<file path="config.mk">
export PLATFORM = sky130hd
export DESIGN_NAME = hps_pin_mux
export DESIGN_NICKNAME = d
export VERILOG_FILES = /design/src/rtl/hps_pkg.sv /design/src/rtl/hps_pin_cell.sv /design/src/rtl/hps_pin_mux.sv
export VERILOG_INCLUDE_DIRS = /design/src /design/src/rtl
export SDC_FILE = /design/constraint.sdc
export NUM_CORES = 1
export LEC_CHECK = 0
export BUFFER_PORTS_ARGS = -buffer_cell sky130_fd_sc_hd__buf_4
export CORE_AREA = 2 2 130 132
export DETAILED_ROUTE_END_ITERATION = 8
export DIE_AREA = 0 0 132 134
export HOLD_SLACK_MARGIN = 0.08
export PLACE_DENSITY = 0.7
export SLEW_MARGIN = 20
export SYNTH_ARGS = -nofsm -noshare
export SYNTH_HDL_FRONTEND = slang
export SYNTH_SLANG_ARGS = --single-unit
</file>
<file path="constraint.sdc">
create_clock -name clk_i -period 2.2 [get_ports clk_i]
set_input_delay 0.66 -clock clk_i [delete_from_list [all_inputs] [get_ports clk_i]]
set_output_delay 0.66 -clock clk_i [all_outputs]
set_load 0.01 [all_outputs]
</file>
<file path="src/rtl/hps_defines.svh">
// Offsets, field positions, reset values and bus response codes for the pin mux
`ifndef HPS_DEFINES_SVH
`define HPS_DEFINES_SVH

`define HPS_ADDR_W 5
`define HPS_REG_PA_SEL 5'h00
`define HPS_REG_PB_SEL 5'h04
`define HPS_REG_PE_SEL 5'h08
`define HPS_REG_SER_SEL 5'h0C
`define HPS_REG_MISC 5'h10
`define HPS_REG_STATUS 5'h14

`define HPS_PA_SEL_RST 2'h0
`define HPS_PB_SEL_RST 10'h000
`define HPS_PE_SEL_RST 5'h00
`define HPS_SER_SEL_RST 2'h0
`define HPS_MISC_RST 4'h0

`define HPS_MISC_STAT_GP 0
`define HPS_MISC_STAT_VAL 1
`define HPS_MISC_RES_OUT 2
`define HPS_MISC_RUN 3

`define HPS_BOOT_ADDR 16'h0000
`define HPS_RESP_OKAY 2'h0
`define HPS_RESP_SLVERR 2'h2

`endif

</file>
<file path="src/rtl/hps_pkg.sv">
// Types for the header pin function select block
package hps_pkg;
  typedef enum logic [1:0] {
    HPS_PA_PARALLEL,
    HPS_PA_EXT_IO,
    HPS_PA_SLAVE
  } hps_pa_mode_e;

  typedef enum logic [1:0] {
    HPS_BOOT_EXEC,
    HPS_BOOT_COLD
  } hps_boot_e;

  typedef enum logic [1:0] {
    HPS_BUS_IDLE,
    HPS_BUS_RESP
  } hps_bus_state_e;
endpackage : hps_pkg

</file>
<file path="src/rtl/hps_pin_cell.sv">
// One header pin with up to three drivers and owned output enable
`timescale 1ns/1ps
module hps_pin_cell (
  input wire logic [1:0] sel_i,
  input wire logic gpio_out_i,
  input wire logic gpio_oe_i,
  input wire logic alt1_out_i,
  input wire logic alt1_oe_i,
  input wire logic alt2_out_i,
  input wire logic alt2_oe_i,
  input wire logic pin_in_i,
  output logic pin_out_o,
  output logic pin_oe_o,
  output logic gpio_in_o,
  output logic alt1_in_o,
  output logic alt2_in_o
);
  always_comb begin
    pin_out_o = 1'b0;
    pin_oe_o = 1'b0;
    gpio_in_o = 1'b0;
    alt1_in_o = 1'b0;
    alt2_in_o = 1'b0;
    case (sel_i)
      2'h1: begin
        pin_out_o = alt1_out_i;
        pin_oe_o = alt1_oe_i;
        alt1_in_o = pin_in_i;
      end
      2'h2: begin
        pin_out_o = alt2_out_i;
        pin_oe_o = alt2_oe_i;
        alt2_in_o = pin_in_i;
      end
      default: begin
        pin_out_o = gpio_out_i;
        pin_oe_o = gpio_oe_i;
        gpio_in_o = pin_in_i;
      end
    endcase
  end
endmodule : hps_pin_cell

</file>
<file path="src/rtl/hps_pin_mux.sv">
// Header pin function select with AXI4-Lite configuration registers
// Function
// - Pins reset to default role; software selects listed alternates.
// - Port A: parallel I/O, external I/O data bus, or slave data.
// - External I/O bus keeps I/O traffic off the main data bus.
// - Port B bits 2-5,7 carry auxiliary address bits 0,1,2,3,5.
// - Port B bit 2 alternate: active-low slave write strobe.
// - Port B bit 3 alternate: active-low slave read strobe.
// - Port B bits 4,5 alternate: slave register address bits 0,1.
// - Port B bit 7 alternate: active-low slave attention output.
// - Port E bit 7: I/O strobe 7 or active-low slave chip select.
// - Serial port F shares C/D receive pins, disabling those receives.
// - Port D bits 4,5: alternate serial port B transmit/receive.
// - Dedicated active-low I/O write and read strobes reach the header.
// - Status pin usable as general output once program runs.
// - Reset pin drives reset generator output; outside may also drive.
// - Startup pins choose cold boot or execution from address zero.
//
// The AXI4-Lite slave port and the placing of the registers were decided locally.
`timescale 1ns/1ps
`include "hps_defines.svh"
module hps_pin_mux
  import hps_pkg::*;
#(
  parameter int NPB = 5,
  parameter int NPE = 5
) (
  input wire logic clk_i,
  input wire logic rstn_i,
  input wire logic ce_i,
  // AXI4-Lite slave
  input wire logic [`HPS_ADDR_W-1:0] s_axi_awaddr,
  input wire logic s_axi_awvalid,
  output logic s_axi_awready,
  input wire logic [31:0] s_axi_wdata,
  input wire logic [3:0] s_axi_wstrb,
  input wire logic s_axi_wvalid,
  output logic s_axi_wready,
  output logic [1:0] s_axi_bresp,
  output logic s_axi_bvalid,
  input wire logic s_axi_bready,
  input wire logic [`HPS_ADDR_W-1:0] s_axi_araddr,
  input wire logic s_axi_arvalid,
  output logic s_axi_arready,
  output logic [31:0] s_axi_rdata,
  output logic [1:0] s_axi_rresp,
  output logic s_axi_rvalid,
  input wire logic s_axi_rready,
  // Core side functions
  input wire logic [7:0] gpio_a_out_i,
  input wire logic [7:0] gpio_a_oe_i,
  output logic [7:0] gpio_a_in_o,
  input wire logic [7:0] ext_io_data_out_i,
  input wire logic ext_io_data_oe_i,
  output logic [7:0] ext_io_data_in_o,
  input wire logic [7:0] slave_data_out_i,
  input wire logic slave_data_oe_i,
  output logic [7:0] slave_data_in_o,
  input wire logic [7:0] main_data_out_i,
  input wire logic main_data_oe_i,
  output logic [7:0] main_data_bus_o,
  output logic main_data_bus_oe_o,
  input wire logic io_cycle_i,
  input wire logic io_write_i,
  input wire logic io_read_i,
  input wire logic [NPB-1:0] gpio_b_out_i,
  input wire logic [NPB-1:0] gpio_b_oe_i,
  output logic [NPB-1:0] gpio_b_in_o,
  input wire logic [5:0] aux_addr_i,
  input wire logic slave_attn_i,
  output logic slave_write_strobe_n_o,
  output logic slave_read_strobe_n_o,
  output logic [1:0] slave_reg_addr_o,
  input wire logic [NPE-1:0] gpio_e_out_i,
  input wire logic [NPE-1:0] gpio_e_oe_i,
  output logic [NPE-1:0] gpio_e_in_o,
  input wire logic [NPE-1:0] io_strobe_n_i,
  output logic [3:0] ext_irq_o,
  output logic slave_chip_select_n_o,
  input wire logic hdlc_port_f_transmit_i,
  output logic hdlc_port_f_receive_o,
  output logic port_c_receive_o,
  output logic port_d_receive_o,
  input wire logic port_d_transmit_i,
  input wire logic port_c_transmit_i,
  input wire logic [1:0] gpio_d_out_i,
  input wire logic [1:0] gpio_d_oe_i,
  output logic [1:0] gpio_d_in_o,
  input wire logic alt_port_b_transmit_i,
  output logic alt_port_b_receive_o,
  input wire logic status_fn_i,
  input wire logic reset_gen_n_i,
  output logic core_reset_n_o,
  output logic boot_cold_o,
  output logic [15:0] boot_addr_o,
  // Header pins
  input wire logic [7:0] pa_pin_i,
  output logic [7:0] pa_pin_o,
  output logic [7:0] pa_pin_oe_o,
  input wire logic [NPB-1:0] pb_pin_i,
  output logic [NPB-1:0] pb_pin_o,
  output logic [NPB-1:0] pb_pin_oe_o,
  input wire logic [NPE-1:0] pe_pin_i,
  output logic [NPE-1:0] pe_pin_o,
  output logic [NPE-1:0] pe_pin_oe_o,
  input wire logic [1:0] pc_rx_pin_i,
  output logic [1:0] pc_rx_pin_o,
  output logic [1:0] pc_rx_pin_oe_o,
  output logic [1:0] pc_tx_pin_o,
  input wire logic [1:0] pd_pin_i,
  output logic [1:0] pd_pin_o,
  output logic [1:0] pd_pin_oe_o,
  output logic io_write_strobe_n_o,
  output logic io_read_strobe_n_o,
  output logic status_pin_o,
  input wire logic module_reset_n_i,
  output logic module_reset_n_o,
  output logic module_reset_n_oe_o,
  input wire logic startup_select_0_i,
  input wire logic startup_select_1_i
);
  typedef struct packed {
    hps_bus_state_e wst;
    hps_bus_state_e rst;
    logic [1:0] bresp;
    logic [31:0] rdata;
    logic [1:0] rresp;
    logic [1:0] pa_sel;
    logic [2*NPB-1:0] pb_sel;
    logic [NPE-1:0] pe_sel;
    logic [NPE-1:0] pe_strb;
    logic [1:0] ser_sel;
    logic [3:0] misc;
    logic [7:0] pa_o;
    logic [7:0] pa_oe;
    logic [NPB-1:0] pb_o;
    logic [NPB-1:0] pb_oe;
    logic [NPE-1:0] pe_o;
    logic [NPE-1:0] pe_oe;
    logic [1:0] pcr_o;
    logic [1:0] pcr_oe;
    logic [1:0] pct_o;
    logic [1:0] pd_o;
    logic [1:0] pd_oe;
    logic io_write_strobe_n_n;
    logic io_read_strobe_n_n;
    logic stat;
    logic res_o;
    logic res_oe;
    logic core_rst_n;
    logic boot_cold;
    logic boot_seen;
    logic [7:0] md;
    logic md_oe;
  } hps_state_s;

  hps_state_s q, d;

  // Alternate-function wiring: sel 0 gpio, 1 first alternate, 2 second
  logic [NPB-1:0] pb_a1_o, pb_a1_oe, pb_a2_o, pb_a2_oe, pb_a2_in;
  logic [NPB-1:0] pb_po, pb_poe;
  logic [NPE-1:0] pe_a2_in, pe_po, pe_poe;
  logic [7:0] pa_ext_in, pa_sl_in, pa_po, pa_poe;

  // Port B pins are 2,3,4,5,7: aux address bits 0,1,2,3,5
  always_comb begin
    pb_a1_o = {aux_addr_i[5], aux_addr_i[3:0]};
    pb_a1_oe = '1;
    pb_a2_o = {slave_attn_i, 4'h0};
    pb_a2_oe = {1'b1, 4'h0};
  end

  genvar g;
  generate
    for (g = 0; g < 8; g++) begin : g_pa
      hps_pin_cell u_cell (
        .sel_i(q.pa_sel),
        .gpio_out_i(gpio_a_out_i[g]),
        .gpio_oe_i(gpio_a_oe_i[g]),
        .alt1_out_i(ext_io_data_out_i[g]),
        .alt1_oe_i(ext_io_data_oe_i),
        .alt2_out_i(slave_data_out_i[g]),
        .alt2_oe_i(slave_data_oe_i),
        .pin_in_i(pa_pin_i[g]),
        .pin_out_o(pa_po[g]),
        .pin_oe_o(pa_poe[g]),
        .gpio_in_o(gpio_a_in_o[g]),
        .alt1_in_o(pa_ext_in[g]),
        .alt2_in_o(pa_sl_in[g])
      );
    end
    for (g = 0; g < NPB; g++) begin : g_pb
      hps_pin_cell u_cell (
        .sel_i(q.pb_sel[2*g+:2]),
        .gpio_out_i(gpio_b_out_i[g]),
        .gpio_oe_i(gpio_b_oe_i[g]),
        .alt1_out_i(pb_a1_o[g]),
        .alt1_oe_i(pb_a1_oe[g]),
        .alt2_out_i(pb_a2_o[g]),
        .alt2_oe_i(pb_a2_oe[g]),
        .pin_in_i(pb_pin_i[g]),
        .pin_out_o(pb_po[g]),
        .pin_oe_o(pb_poe[g]),
        .gpio_in_o(gpio_b_in_o[g]),
        .alt1_in_o(),
        .alt2_in_o(pb_a2_in[g])
      );
    end
    for (g = 0; g < NPE; g++) begin : g_pe
      hps_pin_cell u_cell (
        .sel_i({q.pe_sel[g], q.pe_strb[g] && !q.pe_sel[g]}),
        .gpio_out_i(gpio_e_out_i[g]),
        .gpio_oe_i(gpio_e_oe_i[g]),
        .alt1_out_i(io_strobe_n_i[g]),
        .alt1_oe_i(1'b1),
        .alt2_out_i(1'b0),
        .alt2_oe_i(1'b0),
        .pin_in_i(pe_pin_i[g]),
        .pin_out_o(pe_po[g]),
        .pin_oe_o(pe_poe[g]),
        .gpio_in_o(gpio_e_in_o[g]),
        .alt1_in_o(),
        .alt2_in_o(pe_a2_in[g])
      );
    end
  endgenerate

  logic aw_ok, w_ok, ar_ok;
  always_comb begin
    aw_ok = s_axi_awvalid && s_axi_wvalid && q.wst == HPS_BUS_IDLE && ce_i;
    ar_ok = s_axi_arvalid && q.rst == HPS_BUS_IDLE && ce_i;
    w_ok = aw_ok;
  end

  always_comb begin
    d = q;
    // Bus writes
    if (aw_ok) begin
      d.wst = HPS_BUS_RESP;
      d.bresp = `HPS_RESP_OKAY;
      case (s_axi_awaddr)
        `HPS_REG_PA_SEL: if (s_axi_wstrb[0]) d.pa_sel = s_axi_wdata[1:0];
        `HPS_REG_PB_SEL: begin
          if (s_axi_wstrb[0]) d.pb_sel[7:0] = s_axi_wdata[7:0];
          if (s_axi_wstrb[1]) d.pb_sel[2*NPB-1:8] = s_axi_wdata[2*NPB-1:8];
        end
        `HPS_REG_PE_SEL: begin
          if (s_axi_wstrb[0]) d.pe_sel = s_axi_wdata[NPE-1:0];
          if (s_axi_wstrb[1]) d.pe_strb = s_axi_wdata[8+:NPE];
        end
        `HPS_REG_SER_SEL: if (s_axi_wstrb[0]) d.ser_sel = s_axi_wdata[1:0];
        `HPS_REG_MISC: if (s_axi_wstrb[0]) d.misc = s_axi_wdata[3:0];
        `HPS_REG_STATUS: ;
        default: d.bresp = `HPS_RESP_SLVERR;
      endcase
    end else if (q.wst == HPS_BUS_RESP && s_axi_bready) begin
      d.wst = HPS_BUS_IDLE;
    end
    // Bus reads
    if (ar_ok) begin
      d.rst = HPS_BUS_RESP;
      d.rresp = `HPS_RESP_OKAY;
      case (s_axi_araddr)
        `HPS_REG_PA_SEL: d.rdata = {30'h0, q.pa_sel};
        `HPS_REG_PB_SEL: d.rdata = 32'({q.pb_sel});
        `HPS_REG_PE_SEL: d.rdata = 32'(q.pe_sel) | (32'(q.pe_strb) << 8);
        `HPS_REG_SER_SEL: d.rdata = {30'h0, q.ser_sel};
        `HPS_REG_MISC: d.rdata = {28'h0, q.misc};
        `HPS_REG_STATUS: d.rdata = {28'h0, module_reset_n_i, q.boot_cold,
                                    startup_select_1_i, startup_select_0_i};
        default: begin
          d.rdata = 32'h0000_0000;
          d.rresp = `HPS_RESP_SLVERR;
        end
      endcase
    end else if (q.rst == HPS_BUS_RESP && s_axi_rready) begin
      d.rst = HPS_BUS_IDLE;
    end
    // Pin drivers registered so every pin output comes from a flip-flop
    d.pa_o = pa_po;
    d.pa_oe = pa_poe;
    d.pb_o = pb_po;
    d.pb_oe = pb_poe;
    d.pe_o = pe_po;
    d.pe_oe = pe_poe;
    // Main data bus sees I/O cycles only when port A is not the I/O bus
    d.md = main_data_out_i;
    d.md_oe = main_data_oe_i &&
              !(io_cycle_i && q.pa_sel == 2'(HPS_PA_EXT_IO));
    // Serial F on receive pins: C/D receives given up
    d.pcr_o = q.ser_sel[0] ? {1'b0, hdlc_port_f_transmit_i} : 2'h0;
    d.pcr_oe = q.ser_sel[0] ? 2'h1 : 2'h0;
    d.pct_o = {port_c_transmit_i, port_d_transmit_i};
    d.pd_o = q.ser_sel[1] ? {1'b0, alt_port_b_transmit_i} : gpio_d_out_i;
    d.pd_oe = q.ser_sel[1] ? 2'h1 : gpio_d_oe_i;
    d.io_write_strobe_n_n = !(io_cycle_i && io_write_i);
    d.io_read_strobe_n_n = !(io_cycle_i && io_read_i);
    d.stat = (q.misc[`HPS_MISC_RUN] && q.misc[`HPS_MISC_STAT_GP]) ?
             q.misc[`HPS_MISC_STAT_VAL] : status_fn_i;
    d.res_o = 1'b0;
    d.res_oe = !reset_gen_n_i || q.misc[`HPS_MISC_RES_OUT];
    d.core_rst_n = module_reset_n_i;
    if (!q.boot_seen) begin
      d.boot_seen = 1'b1;
      d.boot_cold = startup_select_0_i && startup_select_1_i;
    end
  end

  always_ff @(posedge clk_i) begin
    if (!rstn_i) begin
      q <= '0;
      q.pa_sel <= `HPS_PA_SEL_RST;
      q.pb_sel <= `HPS_PB_SEL_RST;
      q.pe_sel <= `HPS_PE_SEL_RST;
      q.ser_sel <= `HPS_SER_SEL_RST;
      q.misc <= `HPS_MISC_RST;
      q.io_write_strobe_n_n <= 1'b1;
      q.io_read_strobe_n_n <= 1'b1;
      q.core_rst_n <= 1'b1;
    end else if (ce_i) begin
      q <= d;
    end
  end

  always_comb begin
    s_axi_awready = aw_ok;
    s_axi_wready = w_ok;
    s_axi_bvalid = q.wst == HPS_BUS_RESP;
    s_axi_bresp = q.bresp;
    s_axi_arready = ar_ok;
    s_axi_rvalid = q.rst == HPS_BUS_RESP;
    s_axi_rdata = q.rdata;
    s_axi_rresp = q.rresp;
    pa_pin_o = q.pa_o;
    pa_pin_oe_o = q.pa_oe;
    pb_pin_o = q.pb_o;
    pb_pin_oe_o = q.pb_oe;
    pe_pin_o = q.pe_o;
    pe_pin_oe_o = q.pe_oe;
    pc_rx_pin_o = q.pcr_o;
    pc_rx_pin_oe_o = q.pcr_oe;
    pc_tx_pin_o = q.pct_o;
    pd_pin_o = q.pd_o;
    pd_pin_oe_o = q.pd_oe;
    io_write_strobe_n_o = q.io_write_strobe_n_n;
    io_read_strobe_n_o = q.io_read_strobe_n_n;
    status_pin_o = q.stat;
    module_reset_n_o = q.res_o;
    module_reset_n_oe_o = q.res_oe;
    core_reset_n_o = q.core_rst_n;
    boot_cold_o = q.boot_cold;
    boot_addr_o = `HPS_BOOT_ADDR;
    main_data_bus_o = q.md;
    main_data_bus_oe_o = q.md_oe;
    ext_io_data_in_o = pa_ext_in;
    slave_data_in_o = pa_sl_in;
    slave_write_strobe_n_o = pb_a2_in[0] | (q.pb_sel[1:0] != 2'h2);
    slave_read_strobe_n_o = pb_a2_in[1] | (q.pb_sel[3:2] != 2'h2);
    slave_reg_addr_o = pb_a2_in[3:2];
    ext_irq_o = {pe_a2_in[3], pe_a2_in[2], pe_a2_in[1], pe_a2_in[0]};
    slave_chip_select_n_o = !(q.pe_sel[4] && !pe_a2_in[4]) ? 1'b1 : 1'b0;
    port_d_receive_o = q.ser_sel[0] ? 1'b1 : pc_rx_pin_i[0];
    port_c_receive_o = q.ser_sel[0] ? 1'b1 : pc_rx_pin_i[1];
    hdlc_port_f_receive_o = q.ser_sel[0] ? pc_rx_pin_i[1] : 1'b1;
    alt_port_b_receive_o = q.ser_sel[1] ? pd_pin_i[1] : 1'b1;
    gpio_d_in_o = q.ser_sel[1] ? 2'h0 : pd_pin_i;
  end
endmodule : hps_pin_mux

</file>
### Yosys cells after proc, flatten, opt, wreduce, memory -nomap -nowiden

Cells that the tools add are included.

* register bits after elaboration: 130
* input bits: 167
* output and inout bits: 168
* word-level logic and storage cells: 230

* eq/ne operators: 36
* muxes and demuxes: 97
* bitwise gates (word level): 4
* reduce and logical (&&, ||, !) cells: 61

Operator list (count)
* one-hot mux 13 bit (6 select lines): 1
* one-hot mux 1 bit (2 select lines): 35
* 2-to-1 mux 1 bit: 52
* AND reduction 4 bit: 7
* == test 2 x 1 -> 1 bit, second input constant: 13
* == test 2 bit, second input constant: 11
* OR reduction 2 bit: 11
* == test 5 x 4 -> 1 bit, second input constant: 4
* == test 5 bit, second input constant: 4
* logical AND 1 bit: 19
* 2-to-1 mux 2 bit: 9
* OR 5 x 13 -> 13 bit: 1
* OR reduction 6 bit: 2
* == test 5 x 3 -> 1 bit, second input constant: 2
* zero test 1 bit: 10
* zero test 5 bit: 2
* AND reduction 2 bit: 5
* zero test 2 bit: 2
* != test 2 bit, second input constant: 2
* nonzero test 2 bit: 2
* OR 1 bit: 2
* logical OR 1 bit: 1
* inverter 1 bit: 1

### Longest topological paths before layout

Gate-level depths: netlist (run 1).

* depth after elaboration: 7
* depth in mapped cells: 8
* depth with buffers taken out: 6

### Modules after synthesis

From an unflattened synthesis (run 1), not the netlist that was laid out.

* cells, all modules: 783
* area, all modules: 6582.6 µm²

Modules (own cells, without submodules)
* hps_pin_mux: instances 1, cells each 549, area an instance 5051.1 µm², seq. area each 2102.0 µm²
* hps_pin_cell: instances 18, cells each 13, area an instance 85.1 µm², seq. area each 0.0 µm²

### Worst setup path before layout (run 1)

OpenSTA, ideal clock, no wires.

* kind: register to output
* start point: register q[89] (netlist name)
* end point: output gpio_a_in_o[0]
* arrival: 1459 ps
* required time: 1540 ps
* slack: 81 ps
* stages on the path, launching flop included: 7
* buffers on the path: 3
* path through: dfxtp_1 > inv_1 > ha_1 > clkbuf_1 > clkbuf_1 > and2_1 > buf_4

* longest elaborated chain between the ends: 3
* elaborated cells between the ends (all ways): 4
* classes of those cells: eq/ne: 2; mux: 1; reduce/logical: 1

RTL lines
* start: declaration: RTL line hps_pin_mux.sv:157 `hps_state_s q, d;`
* == test 2 x 1 -> 1 bit or == test 2 bit (tied branches): RTL line hps_pin_cell.sv:24 `case (sel_i)`
* OR reduction 2 bit (no source line) (*)
* 2-to-1 mux 1 bit (*): RTL line hps_pin_cell.sv:24
* end: declaration: RTL line hps_pin_mux.sv:52 `output logic [7:0] gpio_a_in_o,`

Mark *: on every way between the ends. The rest lies on a longest branch, timed or not.

### Worst setup path after layout (run 1)

* start point: register q[90] (netlist name)
* end point: output ext_io_data_in_o[3]

* longest elaborated chain between the ends: 2

RTL lines
* == test 2 x 1 -> 1 bit: RTL line hps_pin_cell.sv:24
* 2-to-1 mux 1 bit: RTL line hps_pin_cell.sv:24
* end: declaration: RTL line hps_pin_mux.sv:55 `output logic [7:0] ext_io_data_in_o,`

No other way between the ends.

==> impl_metrics.env, run 1 <==
export IMPL_synth_seq_cells=105
export IMPL_ant_nets=0
export IMPL_wire_per_inst_um=15.3
export IMPL_drt_pass1_iter_count=4
export IMPL_grt_pass1_wl_um=26100
export IMPL_min_period_ps=2120
export IMPL_route_met2_wl_um=8680
export IMPL_clk_pin_slew_ps=70
export IMPL_wl_um=17000
export IMPL_clkPwrFrac=0.371
export IMPL_fin_setup_tns_ps=0
export IMPL_worstPathArrival_ps=1460
export IMPL_cap_violations=0
export IMPL_routed_wl_met3_um=936
export IMPL_synthToLayoutAreaGrowth_pct=28.9
export IMPL_h_tree_depth=3
export IMPL_rsz0062_at_grt="false"
export IMPL_place_area_sq_mm=0.00761
export IMPL_fill_cells=1637
export IMPL_min_period_over_period=0.965
export IMPL_synth_distinct_cells=43
export IMPL_pwr_share_comb=0.167
export IMPL_p_total_uw=4340
export IMPL_path_class="reg2out"
export IMPL_synth_seq_area_share=0.342
export IMPL_ir_drop_mv=0.354
export IMPL_root_buffer="clkbuf_16"
export IMPL_die_y_um=134
export IMPL_syn_area_sq_mm=0.00614
export IMPL_dp_cells=1098
export IMPL_grt_max_degree=78
export IMPL_dieArea_sq_mm=0.0177
export IMPL_preCtsSetupSlack_ps=14.2
export IMPL_seqPwrFrac=0.462
export IMPL_antenna_found_initial=0
export IMPL_vias=5111
export IMPL_drt_iter0_drc=254
export IMPL_grt_pass1_vias=4930
export IMPL_switching_share=0.252
export IMPL_worstMarginPinSlew_ps=528
export IMPL_status="complete, no violations"
export IMPL_cp_max_fo=11
export IMPL_r2r_cells=6
export IMPL_post_route_drc_count=0
export IMPL_stdcell_area_sq_mm=0.00792
export IMPL_clock_sinks=105
export IMPL_viasPerCell=4.59
export IMPL_cp_required_ps=1540
export IMPL_place_congestion=0.776
export IMPL_diodes=0
export IMPL_final_instance_count_excl_fill=1113
export IMPL_numCtsBuffers=9
export IMPL_drive_gt1_frac=0.375
export IMPL_p_per_area_mw_per_mm2=548
export IMPL_rows=47
export IMPL_avgSynthCellArea_sq_um=8.49
export IMPL_die_w_um=132
export IMPL_cts_setup_buffers=0
export IMPL_hold_class="reg2reg"
export IMPL_fmax_mhz=471
export IMPL_start_util=0.377
export IMPL_grt_use_total=0.188
export IMPL_power_net_switching_uw=1100
export IMPL_p_int_uw=3240
export IMPL_ys_flop_type="dfxtp_1"
export IMPL_async_reset_ff_frac=0
export IMPL_wl_met1_um=7030
export IMPL_slew_viol_final=0
export IMPL_cts_tree="built"
export IMPL_cts_buffer_depth=2
export IMPL_synthCells=723
export IMPL_io_pins=335
export IMPL_dp_hpwl_um=13400
export IMPL_synth_edf_count=0
export IMPL_hold_depth=2
export IMPL_finalWorstSetupSlack_ps=77.3
export IMPL_endpoint_kind="output pin"
export IMPL_worstSkewPairLatency_ps=350
export IMPL_hold_viol_final=0
export IMPL_p_leak_uw=0.00360
export IMPL_nets=1068
export IMPL_io_buffer_count=272
export IMPL_max_slew_margin=0.643
export IMPL_ys_warnings_count=0
export IMPL_grt_overflow=0
export IMPL_routed_top_layer="met4"
export IMPL_cp_start_kind="flip-flop"
export IMPL_setup_violations=0
export IMPL_design_core_area_sq_mm=0.0163
export IMPL_finClkSkew_ps=7.11
==> power by group through the flow <==
stage	registers, uW	logic (uW)	clock network (uW)
floorplan	2040	456	0
global placement	2050	722	0
detailed placement	2050	730	0
CTS	2000	731	1670
global route	2010	788	1740
finish	2000	725	1610
==> per-stage QoR <==
stage          hold WS [ps]   util
4_1_cts                 452  0.486
3_3_place_gp            430  0.467
5_1_grt                 468  0.486
3_5_place_dp            442  0.467
6_report                447  0.486
2_1_floorplan           417      -
==> path summary, 6_finish.rpt <==
check                              start                          end  slack (ps)
max                   q[90]$_SDFFE_PN0P_          ext_io_data_in_o[3]          80
min          s_axi_rdata[8]$_SDFFE_PN0P_  s_axi_rdata[8]$_SDFFE_PN0P_         450
min reg2reg  s_axi_rdata[8]$_SDFFE_PN0P_  s_axi_rdata[8]$_SDFFE_PN0P_         450
max reg2reg           q[89]$_SDFFE_PN0P_  pa_pin_oe_o[0]$_SDFFE_PN0P_         500
==> layout by cell type (no fill, tap or decap), types with 13 or more instances in the layout <==
master    count
a21oi_1      34
a221oi_1     13
a22oi_1      13
and2_1       36
buf_4       295
conb_1       40
dfxtp_1     102
inv_1        15
mux2i_1      40
nand2_1      48
nand3_1      17
nor2_1       22
nor2b_1      71
nor3_1       25
o21ai_0      21
==> state kept, by name (all words and copies together) (netlist names), 2 cells and up <==
register	cells
pd_pin_o	2
s_axi_rdata	13
pa_pin_o	8
pb_pin_o	5
q	31
pd_pin_oe_o	2
pe_pin_o	5
pa_pin_oe_o	8
pe_pin_oe_o	5
pc_tx_pin_o	2
pb_pin_oe_o	5
main_data_bus_o	8
==> routing by layer <==
layer,track usage,vias to the layer above
li1,-,2590
met1,0.224,2318
met2,0.335,181
met3,0.0367,22
met4,0.0700,0
met5,0,-
==> cells in the mapped netlist, types with 3 or more instances <==
| cell type | count | area [sq um] |
|---|---|---|
| buf_4 | 148 | 1110 |
| dfxtp_1 | 105 | 2100 |
| nor2b_1 | 71 | 444 |
| nand2_1 | 48 | 180 |
| mux2i_1 | 40 | 400 |
| and2_1 | 36 | 225 |
| a21oi_1 | 34 | 170 |
| clkbuf_1 | 32 | 120 |
| nor3_1 | 25 | 125 |
| nor2_1 | 22 | 82.6 |
| o21ai_0 | 21 | 105 |
| nand3_1 | 17 | 85.1 |
| inv_1 | 16 | 60.1 |
| a221oi_1 | 13 | 114 |
| a22oi_1 | 13 | 97.6 |
| ha_1 | 12 | 150 |
| nor3b_1 | 10 | 75.1 |
| a21boi_0 | 7 | 52.6 |
| o211a_1 | 7 | 70.1 |
| nand2b_1 | 6 | 37.5 |
| a31o_2 | 5 | 43.8 |
| nand4b_1 | 4 | 35.0 |
| or2_2 | 3 | 18.8 |
==> logic make-up (layout without fill, tap and decap cells) <==
| group | count (synthesis) | after routing | share of synthesized area |
|---|---|---|---|
| AND/OR/NAND/NOR | 252 | 252 | 0.230 |
| AO/OA/AOI/OAI | 111 | 111 | 0.121 |
| adder cells (fa/ha/maj) | 12 | 12 | 0.0244 |
| other | 1 | 40 | 0.000611 |
| multiplexers | 42 | 42 | 0.0689 |
| flip-flops | 105 | 105 | 0.342 |
| buffers and inverters | 200 | 331 | 0.213 |
==> cell type report <==
| type | count | area (sq um) | share of cell area |
|---|---|---|---|
| multi-input cells | 457 | 2890 | 0.365 |
| repair buffers | 299 | 2290 | 0.290 |
| flip-flops and latches | 105 | 2110 | 0.266 |
| well taps | 220 | 275 | 0.0348 |
| clock buffers | 10 | 229 | 0.0289 |
| inverters | 17 | 63.8 | 0.00806 |
| clock inverters | 5 | 56.3 | 0.00711 |
==> worst max-delay path, cell delays in order, from the launching register on <==
cell     delay, ps
dfxtp_2        360
inv_1           60
ha_2           330
and2_1         230
buf_4          140
==> timing repair <==
| action | 4_1_cts | 5_1_grt |
|---|---|---|
| setup endpoints to repair | 24 | 13 |
| pin swaps | 0 | 0 |
| endpoints found under the hold margin | 0 | 0 |
| resized for setup | 3 | 3 |
| hold buffers | 0 | 0 |
(Power assumes the default switching activity.)
==> inputs of run 2 (changes only) <==
--- a/config.mk
+++ b/config.mk
@@ -11,8 +11,7 @@
 export DETAILED_ROUTE_END_ITERATION = 8
 export DIE_AREA = 0 0 132 134
 export HOLD_SLACK_MARGIN = 0.08
-export PLACE_DENSITY = 0.7
-export SLEW_MARGIN = 20
+export PLACE_DENSITY = 0.67
 export SYNTH_ARGS = -nofsm -noshare
 export SYNTH_HDL_FRONTEND = slang
 export SYNTH_SLANG_ARGS = --single-unit
==> run 2 against run 1 <==
Against the previous run:
- fmax rose by 0.35%
- register-to-register slack worse by 40 ps
- wire length up 3.8%
- global-route usage grew 0.80 points
- critical path type unchanged
- largest cell class unchanged
- highest routed layer unchanged
==> impl_metrics.env, run 2 (same netlist as run 1, synthesis figures left out) <==
export IMPL_min_period_over_period=0.962
export IMPL_worstSkewPairLatency_ps=350
export IMPL_cp_max_fo=4
export IMPL_wire_per_inst_um=15.8
export IMPL_synthToLayoutAreaGrowth_pct=28.6
export IMPL_p_per_area_mw_per_mm2=537
export IMPL_grt_use_total=0.196
export IMPL_max_slew_margin=0.597
export IMPL_ant_nets=0
export IMPL_whs_ps=445
export IMPL_post_route_drc_count=0
export IMPL_preCtsSetupSlack_ps=-70.3
export IMPL_drt_iter0_drc=203
export IMPL_worst_path_buf_inv=2
export IMPL_place_congestion=0.773
export IMPL_dp_hpwl_um=13900
export IMPL_grt_pass1_vias=4968
export IMPL_hold_class="reg2reg"
export IMPL_r2r_cells=5
export IMPL_cts_tree="built"
export IMPL_min_period_ps=2120
export IMPL_clk_pin_slew_ps=80
export IMPL_cap_violations=0
export IMPL_p_leak_uw=0.00357
export IMPL_worstPathArrival_ps=1460
export IMPL_finalWorstSetupSlack_ps=84.7
export IMPL_nets=1070
export IMPL_grt_pass1_wl_um=27000
export IMPL_most_common_layout_cells="buf_4 (300), dfxtp_1 (101), nor2b_1 (71), nand2_1 (48)"
export IMPL_critPathTopFamily="flip-flops"
export IMPL_fmax_mhz=473
export IMPL_die_y_um=134
export IMPL_cp_start_kind="flip-flop"
export IMPL_finClkSkew_ps=7.56
export IMPL_setup_violations=0
export IMPL_cp_num_cells=4
export IMPL_grt_max_degree=59
export IMPL_hold_viol_final=0
export IMPL_slew_viol_final=0
export IMPL_cts_setup_buffers=0
export IMPL_antenna_found_initial=2
export IMPL_dieArea_sq_mm=0.0177
export IMPL_rows=47
export IMPL_drive_gt1_frac=0.376
export IMPL_design_core_area_sq_mm=0.0163
export IMPL_cpPeakStageDelay_ps=390
export IMPL_endpoint_kind="output pin"
export IMPL_fin_util=0.485
export IMPL_cts_buffer_depth=2
export IMPL_drt_pass1_iter_count=4
export IMPL_final_instance_count_excl_fill=1118
export IMPL_io_buffer_count=272
export IMPL_path_class="reg2out"
export IMPL_die_w_um=132
export IMPL_root_buffer="clkbuf_16"
export IMPL_worstMarginPinSlew_ps=604
export IMPL_final_common_cell="buf_4"
export IMPL_io_pins=335
export IMPL_start_util=0.377
export IMPL_hold_depth=2
export IMPL_h_tree_depth=3
export IMPL_ir_drop_mv=0.382
export IMPL_status="complete, no violations"
export IMPL_crit_chain="inv_1 > ha_1 > and2_1 > buf_4"
export IMPL_numCtsBuffers=9
export IMPL_cp_required_ps=1540
export IMPL_vias=5149
export IMPL_grt_overflow=0
export IMPL_crit_path_top_delay_cell="dfxtp_1"
export IMPL_fill_cells=1620
export IMPL_wl_um=17600
export IMPL_clock_sinks=105
export IMPL_rsz0062_at_grt="false"
export IMPL_largest_register="q"
export IMPL_viasPerCell=4.61
export IMPL_dp_cells=1100
export IMPL_largest_reg_flops=31
## run 2: changes by cell type in the layout (fill, tap and decap cells not counted), sizes merged
cell	change
diode	+2
clkbuf	+2
clkinvlp	+3
clkinv	-2
inv	-1
bufinv	-1
buf	+2
## run 2: worst min-delay path: cells and delay by family (launching register included)
kind / cells / cell delay (ps)
and+or+nand+nor: 2 / 90
DFF: 1 / 320
## run 2: area by class of cell
type | instances | area (sq um) | share of cell area
Sequential cell | 105 | 2110 | 0.267
Clock inverter | 4 | 30.0 | 0.00380
Multi-Input combinational cell | 457 | 2900 | 0.368
Inverter | 17 | 63.8 | 0.00808
Antenna cell | 2 | 5.00 | 0.000634
Timing Repair Buffer | 301 | 2270 | 0.288
Clock buffer | 12 | 236 | 0.0300
Tap cell | 220 | 275 | 0.0349
## run 2: final timing paths
check,start,endpoint,slack (ps)
setup reg to reg,q[129]$_SDFFE_PN0P_,q[90]$_SDFFE_PN0P_,460
hold reg to reg,s_axi_rdata[4]$_SDFFE_PN0P_,s_axi_rdata[4]$_SDFFE_PN0P_,440
setup / recovery,q[79]$_SDFFE_PN0P_,gpio_b_in_o[0],80
hold / removal,s_axi_rdata[4]$_SDFFE_PN0P_,s_axi_rdata[4]$_SDFFE_PN0P_,440
## run 2: per-layer routing
| layer | vias up | wire [um] | GRT usage |
|---|---|---|---|
| li1 | 2591 | - | - |
| met1 | 2336 | 7230 | 0.234 |
| met2 | 202 | 8620 | 0.337 |
| met3 | 20 | 1400 | 0.0544 |
| met4 | 0 | 372 | 0.0725 |
| met5 | - | 0 | 0 |
## run 2: through the flow
step / setup TNS [ps] / instance area [sq um] / total power (uW)
after detailed placement: -308 / 7590 / 2770
final: 0 / 7900 / 4240
after floorplan: 0 / 6290 / 2500
after CTS: -73.7 / 7870 / 4300
after global routing: 0 / 7890 / 4450
after global placement: -115 / 7590 / 2770
## run 2: report_power, final
group	total, uW	switching (uW)	internal (uW)
clock network	1510	741	771
logic	723	329	394
registers	2000	36.9	1970
## run 2: repair_timing
action | 4_1_cts | 5_1_grt
resized for setup | 3 | 6
setup endpoints to repair | 17 | 18
hold buffers | 0 | 0
